File: config.mk
export PLATFORM = sky130hd
export DESIGN_NAME = ispm_top
export DESIGN_NICKNAME = d
export VERILOG_FILES = /design/src/rtl/ispm_pkg.sv /design/src/rtl/ispm_sync.sv /design/src/rtl/ispm_top.sv
export SDC_FILE = /design/constraint.sdc
export NUM_CORES = 1
export LEC_CHECK = 0
export BUFFER_PORTS_ARGS = -buffer_cell sky130_fd_sc_hd__buf_2
export CAP_MARGIN = 20
export CELL_PAD_IN_SITES_DETAIL_PLACEMENT = 1
export CELL_PAD_IN_SITES_GLOBAL_PLACEMENT = 1
export CORE_UTILIZATION = 31
export DETAILED_ROUTE_END_ITERATION = 8
export PLACE_DENSITY = 0.71
export SYNTH_ARGS = -nofsm -noshare
export SYNTH_HDL_FRONTEND = slang
export SYNTH_SLANG_ARGS = --single-unit
File: constraint.sdc
create_clock -name i_clk -period 5 [get_ports i_clk]
set_clock_uncertainty 0.15 [all_clocks]
set_input_delay 0.5 -clock i_clk [delete_from_list [all_inputs] [get_ports i_clk]]
set_output_delay 0.5 -clock i_clk [all_outputs]
set_load 0.05 [all_outputs]
File: src/rtl/ispm_pkg.sv
// Summary of operation
// - one sticky pending bit per source, 32 sources, set on request until cleared
// - a request sets its pending bit whatever the mask bit says
// - arbitration never touches pending bits; requests set them, software clears them
// - every set pending bit is a live request passed to mask and priority stages
// - a pending bit left set keeps requesting service like a fresh request
// - writing the pending register clears the bits written as one, others kept
// - pending register at the base address, read/write, resets to all zeros
// - converter source at bit 31 down to external line zero at bit 0
// - per-source route bit: 1 selects the fast path, 0 the normal path
// - fast-path sources never reach the normal serviced or index stages
// - route register at the next word, read/write, resets to all zeros
// - unblocked sources are forwarded; blocked sources only record their pending bit
package ispm_pkg;
   localparam int          NUM_SRC           = 32;
   localparam int          ADDR_W            = 32;
   localparam int          DATA_W            = 32;
   localparam int          STRB_W            = 4;
   localparam int          SYNC_STAGES       = 2;
   localparam logic [31:0] ADDR_SRC_LATCH    = 32'h4A000000;
   localparam logic [31:0] ADDR_ROUTE_SEL    = 32'h4A000004;
   localparam logic [31:0] RST_SRC_LATCH     = 32'h00000000;
   localparam logic [31:0] RST_ROUTE_SEL     = 32'h00000000;
   localparam logic [31:0] RST_ZERO_WORD     = 32'h00000000;
   localparam int          BIT_CONVERTER     = 31;
   localparam int          BIT_EXT_LINE_ZERO = 0;
   localparam logic [1:0]  RESP_OKAY         = 2'h0;
   localparam logic [1:0]  RESP_SLVERR       = 2'h2;

   typedef enum {
      ISPM_SEL_NONE,
      ISPM_SEL_LATCH,
      ISPM_SEL_ROUTE
   } ispm_sel_type;
endpackage

File: src/rtl/ispm_sync.sv
`timescale 1ns/100ps
`default_nettype none
module ispm_sync (
   input  wire logic                       i_clk,
   input  wire logic                       i_resetn,
   input  wire logic [ispm_pkg::NUM_SRC-1:0] i_async,
   output logic      [ispm_pkg::NUM_SRC-1:0] o_sync
);
   import ispm_pkg::*;

   typedef struct packed {
      logic [NUM_SRC-1:0] meta;
      logic [NUM_SRC-1:0] stable;
   } ispm_sync_state_type;

   ispm_sync_state_type st;
   ispm_sync_state_type next_st;

   // first stage feeds only the second one
   always_comb begin
      next_st        = st;
      next_st.meta   = i_async;
      next_st.stable = st.meta;
   end

   always_ff @(posedge i_clk or negedge i_resetn) begin
      if (!i_resetn) begin
         st <= '0;
      end else begin
         st <= next_st;
      end
   end

   assign o_sync = st.stable;
endmodule // ispm_sync
`default_nettype wire

File: src/rtl/ispm_top.sv
`timescale 1ns/100ps
`default_nettype none
module ispm_top (
   input  wire logic                          i_clk,
   input  wire logic                          i_resetn,
   // source requests, bit 31 converter down to bit 0 external line zero
   input  wire logic [ispm_pkg::NUM_SRC-1:0]  i_src_req,
   // block bits from the downstream mask stage, same clock
   input  wire logic [ispm_pkg::NUM_SRC-1:0]  i_per_source_block_bits,
   // axi4-lite slave
   input  wire logic                          i_awvalid,
   output logic                               o_awready,
   input  wire logic [ispm_pkg::ADDR_W-1:0]   i_awaddr,
   input  wire logic                          i_wvalid,
   output logic                               o_wready,
   input  wire logic [ispm_pkg::DATA_W-1:0]   i_wdata,
   input  wire logic [ispm_pkg::STRB_W-1:0]   i_wstrb,
   output logic                               o_bvalid,
   input  wire logic                          i_bready,
   output logic      [1:0]                    o_bresp,
   input  wire logic                          i_arvalid,
   output logic                               o_arready,
   input  wire logic [ispm_pkg::ADDR_W-1:0]   i_araddr,
   output logic                               o_rvalid,
   input  wire logic                          i_rready,
   output logic      [ispm_pkg::DATA_W-1:0]   o_rdata,
   output logic      [1:0]                    o_rresp,
   // downstream stages
   output logic      [ispm_pkg::NUM_SRC-1:0]  o_source_request_latch,
   output logic      [ispm_pkg::NUM_SRC-1:0]  o_fast_path_route_select,
   output logic      [ispm_pkg::NUM_SRC-1:0]  o_normal_candidates,
   output logic                               o_normal_any,
   output logic                               o_fast_irq
);
   import ispm_pkg::*;

   typedef struct packed {
      logic [NUM_SRC-1:0] pend;
      logic [NUM_SRC-1:0] mode;
      logic [NUM_SRC-1:0] norm;
      logic               norm_any;
      logic               fiq;
      logic               aw_rdy;
      logic               w_rdy;
      logic               aw_full;
      logic               w_full;
      logic [ADDR_W-1:0]  aw_addr;
      logic [DATA_W-1:0]  w_data;
      logic [STRB_W-1:0]  w_strb;
      logic               bvalid;
      logic [1:0]         bresp;
      logic               ar_rdy;
      logic               rvalid;
      logic [1:0]         rresp;
      logic [DATA_W-1:0]  rdata;
   } ispm_state_type;

   ispm_state_type     st;
   ispm_state_type     next_st;
   logic [NUM_SRC-1:0] s_req;
   logic [NUM_SRC-1:0] clr;
   logic [DATA_W-1:0]  lanes;
   logic               aw_hs;
   logic               w_hs;
   logic               ar_hs;
   logic               wr_go;

   // full decode; anything else answers with an error
   function automatic ispm_sel_type ispm_decode(input logic [ADDR_W-1:0] addr);
      ispm_sel_type sel;
      sel = ISPM_SEL_NONE;
      if (addr == ADDR_SRC_LATCH) begin
         sel = ISPM_SEL_LATCH;
      end else if (addr == ADDR_ROUTE_SEL) begin
         sel = ISPM_SEL_ROUTE;
      end
      return sel;
   endfunction

   function automatic logic [DATA_W-1:0] ispm_lanes(input logic [STRB_W-1:0] strb);
      logic [DATA_W-1:0] m;
      m = '0;
      for (int b = 0; b < STRB_W; b++) begin
         m[b*8 +: 8] = {8{strb[b]}};
      end
      return m;
   endfunction

   // requests arrive from other domains and pins
   ispm_sync i_ispm_sync (
      .i_clk    (i_clk),
      .i_resetn (i_resetn),
      .i_async  (i_src_req),
      .o_sync   (s_req)
   );

   assign aw_hs = i_awvalid & st.aw_rdy;
   assign w_hs  = i_wvalid & st.w_rdy;
   assign ar_hs = i_arvalid & st.ar_rdy;
   assign wr_go = st.aw_full & st.w_full & ~st.bvalid;
   assign lanes = ispm_lanes(st.w_strb);

   always_comb begin
      next_st = st;
      clr     = '0;
      if (aw_hs) begin
         next_st.aw_full = 1'b1;
         next_st.aw_addr = i_awaddr;
      end
      if (w_hs) begin
         next_st.w_full = 1'b1;
         next_st.w_data = i_wdata;
         next_st.w_strb = i_wstrb;
      end
      if (st.bvalid && i_bready) begin
         next_st.bvalid = 1'b0;
      end
      // address and data may come in either order
      if (wr_go) begin
         next_st.aw_full = 1'b0;
         next_st.w_full  = 1'b0;
         next_st.bvalid  = 1'b1;
         next_st.bresp   = RESP_OKAY;
         case (ispm_decode(st.aw_addr))
            ISPM_SEL_LATCH: begin
               clr = st.w_data & lanes;
            end
            ISPM_SEL_ROUTE: begin
               // no check for more than one fast bit, software owns that
               next_st.mode = (st.mode & ~lanes) | (st.w_data & lanes);
            end
            default: begin
               next_st.bresp = RESP_SLVERR;
            end
         endcase
      end
      next_st.aw_rdy = ~next_st.aw_full & ~next_st.bvalid;
      next_st.w_rdy  = ~next_st.w_full & ~next_st.bvalid;

      if (st.rvalid && i_rready) begin
         next_st.rvalid = 1'b0;
         next_st.ar_rdy = 1'b1;
      end
      if (ar_hs) begin
         next_st.ar_rdy = 1'b0;
         next_st.rvalid = 1'b1;
         next_st.rresp  = RESP_OKAY;
         case (ispm_decode(i_araddr))
            ISPM_SEL_LATCH: begin
               next_st.rdata = st.pend;
            end
            ISPM_SEL_ROUTE: begin
               next_st.rdata = st.mode;
            end
            default: begin
               next_st.rdata = RST_ZERO_WORD;
               next_st.rresp = RESP_SLVERR;
            end
         endcase
      end

      // set wins over clear so a colliding request survives
      next_st.pend = (st.pend & ~clr) | s_req;
      // the mask never gates the latch itself

      // fast-routed bits are stripped from the normal vector
      next_st.norm     = next_st.pend & ~next_st.mode & ~i_per_source_block_bits;
      next_st.norm_any = |next_st.norm;
      next_st.fiq      = |(next_st.pend & next_st.mode & ~i_per_source_block_bits);
   end

   always_ff @(posedge i_clk or negedge i_resetn) begin
      if (!i_resetn) begin
         st        <= '0;
         st.pend   <= RST_SRC_LATCH;
         st.mode   <= RST_ROUTE_SEL;
         st.aw_rdy <= 1'b1;
         st.w_rdy  <= 1'b1;
         st.ar_rdy <= 1'b1;
      end else begin
         st <= next_st;
      end
   end

   assign o_awready                = st.aw_rdy;
   assign o_wready                 = st.w_rdy;
   assign o_bvalid                 = st.bvalid;
   assign o_bresp                  = st.bresp;
   assign o_arready                = st.ar_rdy;
   assign o_rvalid                 = st.rvalid;
   assign o_rdata                  = st.rdata;
   assign o_rresp                  = st.rresp;
   // a set bit stays visible until cleared, so it keeps requesting
   assign o_source_request_latch   = st.pend;
   assign o_fast_path_route_select = st.mode;
   assign o_normal_candidates      = st.norm;
   assign o_normal_any             = st.norm_any;
   assign o_fast_irq               = st.fiq;
endmodule // ispm_top
`default_nettype wire
==> run metrics <==
number of synthesis warnings=0; die area=0.03880 sq mm; Post-synth top cells=dfrtp_1 (268), buf_4 (133), nand2_1 (80); Peak VDD IR=0.2525 mV; Remaining DRCs=0; drt first pass iters=4; via count=8,764; met2 WL=18,330 um; Top Layer Used=met5; CP max stage cell=nor3_1; Worst path max stage delay=0.63 ns; clk root buf=clkbuf_16; # setup viols final=0; WP data required=5.29 ns; most common cell in the netlist=dfrtp_1; grt total ovfl=0; final wirelength=38,360 um; Routed WL per cell=20.98 um; die height=197.0 um; I/O pin count=310; RePlAce Congestion=0.8198; Metal-1 WL=16,530 um; ratio of final minimum period to clock period=83.80%; die span in x=197.0 um; largest net degree at the start of global routing=122; Port-buffer cells=307; worst hold-check path type=in -> reg; MaxCap Viol Count=0; Arr. time, crit path=4.48 ns; PnR Total Power=6184 uW; antenna-violating nets left=0; Mean Syn Cell Area=11.68 sq um; dpl hpwl=28,220 um; first-pass GRT wire length=57,480 um; worst skew pair latency=0.58 ns; Crit path top cell by count=or4_1; multi-input logic area=0.003730 sq mm; RSZ-0062 raised after global routing=no; Slew HR=44.63%; critical path type=reg -> reg; iteration-0 DRC count of the detailed router=492; crit path cell chain=and3b_1, nand3_1, nor3_1, buf_4, a211oi_1, or4_1, or4b_1, or4_1; met3 WL=1969 um; Post-synth ARST share=100.0%; number of synthesized register bits=271; EDFF count, synth=0; Initial Util=31.36%; GRT Overall Usage=19.79%; routed vias/inst=4.792; Worst-path clk slew=0.06 ns; status=finished, final reports clean; row count=71; setup tns final=0 ns; P per Cell Area=413.0 mW/mm^2; CTS tree=built; flip-flop and latch area=0.006785 sq mm; mapped cell area=0.01178 sq mm; FMAX=238.7 MHz; Leakage=0.007041 uW; initial antenna violation count=3; Max FO, Critical Path=16; Hold Fails Final Rpt=0; Yosys top cell by area=dfrtp_1; Main synth FF type=dfrtp_1; core area=0.03758 sq mm; Slew Viols, Final=0; Post-Syn Instances=1,009; Final Net Count=1,464; CP Launch Type=flip-flop; layout cells sized above 1=35.23%; number of global-route vias before repair=9,458; Crit. End Element=flip-flop; Synth area leaders=dfrtp_1 (57%), buf_4 (8.5%), mux2_2 (6.7%); number of H-tree levels=1; CTS Sinks=271; number of setup buffers added after CTS=0; sequential area share after synthesis=57.58%; Slew @ Worst Pin=0.8306 ns; WP buf/inv=1; Final min period=4.190 ns; Crit path max-delay family=simple AND/OR/NAND/NOR gates; CTS max path bufs=3; Yosys cell types=49; Fillers=4,194; Syn-to-layout area delta=27.05%; TritonCTS Buffers=31; Synth top area share=56.91%
## stage by stage
step	setup slack (ns)	cells	hold slack [ns]	util, %	cell area (sq um)
global route	0.4883	1829	0.007583	39.84	14970
global placement	1.010	1679	0.1830	34.57	12990
floorplan	1.579	1010	0.05441	-	11790
detailed placement	0.8324	1679	0.1856	34.57	12990
finish	0.8100	1829	0.02602	39.84	14970
CTS	0.8077	1827	0.001955	39.78	14950
## layout by cell type, fill, tap and decap left out, types with 6 or more instances in the layout
cell type      Yosys  final
o41ai_1           25     25
inv_1             36     36
mux2i_1           38     38
clkbuf_8           0      7
and4_1            19     19
nand3_1            7      7
a21oi_1           27     27
o31a_1             6      6
a211oi_1          22     22
nand2b_1          25     25
buf_4            133     18
dlygate4sd3_1      0     91
mux2_2            70     70
clkbuf_16          0     31
nand4_1            8      8
clkbuf_1          24      7
nand2_1           80     78
a21o_1            30     30
o21ai_0           33     33
nor4_1             9      9
nor2_1            63     63
o22ai_1           10     10
buf_2              4    306
dfrtp_1          268    268
## worst reg2reg max path: cells and delay by family (launching register included)
family / cells / cell delay [ns]
and+or+nand+nor: 6 / 3.09
AOI/OAI and AO/OA: 1 / 0.12
DFF: 1 / 0.39
buffers and inverters: 1 / 0.29
## logic make-up (layout without fill, tap and decap cells)
kind of cell,count (synthesis),in the layout,synth area share [%]
flops,271,271,57.58
other cells,1,3,0.03182
compound gates,172,172,10.08
simple gates,253,253,11.55
buf+inv,204,511,10.84
mux,108,108,9.917
## where the power goes
| part | switching (uW) | internal [uW] |
|---|---|---|
| Combinational | 482 | 478 |
| Clock | 948 | 1400 |
| Sequential | 332 | 2550 |
| Total | 1760 | 4420 |
## final timing paths
kind                                         startpoint                          end  slack, ns  cells past startpoint
worst max register to register                 o_bvalid                 o_normal_any       0.81                      8
worst max-delay path                           o_bvalid                 o_normal_any       0.81                      8
max in group asynchronous                      i_resetn  o_fast_path_route_select[0]       3.12                      3
min in group asynchronous                      i_resetn      i_ispm_sync.next_st[15]       0.41                      2
worst min register to register  i_ispm_sync.next_st[14]       i_ispm_sync.o_sync[14]       0.20                      0
worst min-delay path                       i_awaddr[17]                       st[92]       0.03                      2
## state kept, by name, indices dropped and copies added (netlist names), 4 cells and up
signal,count
i_ispm_sync.next_st,32
i_ispm_sync.o_sync,32
lanes,4
o_fast_path_route_select,32
o_normal_candidates,32
o_rdata,32
o_source_request_latch,32
st,66
## routing by layer
metal  vias up  GRT usage (%)
li1       3975              -
met1      4434          25.95
met2       274          32.23
met3        77          3.799
met4         4          7.752
met5         -              0
## layout make-up
type                            instances  share of cell area (%)
Inverter                               36                  0.9026
Tap cell                              511                   4.270
Sequential cell                       271                   45.32
Timing Repair Buffer                  418                   17.58
Antenna cell                            1                 0.01671
Clock inverter                         12                  0.9945
Clock buffer                           45                   6.000
Multi-Input combinational cell        535                   24.91
## what timing repair did
item                      in CTS  in global routing
hold endpoints to repair     189                  0
gates resized for setup        0                  0
hold buffers                  91                  0
Note: power is estimated with default switching activity, not from simulation.
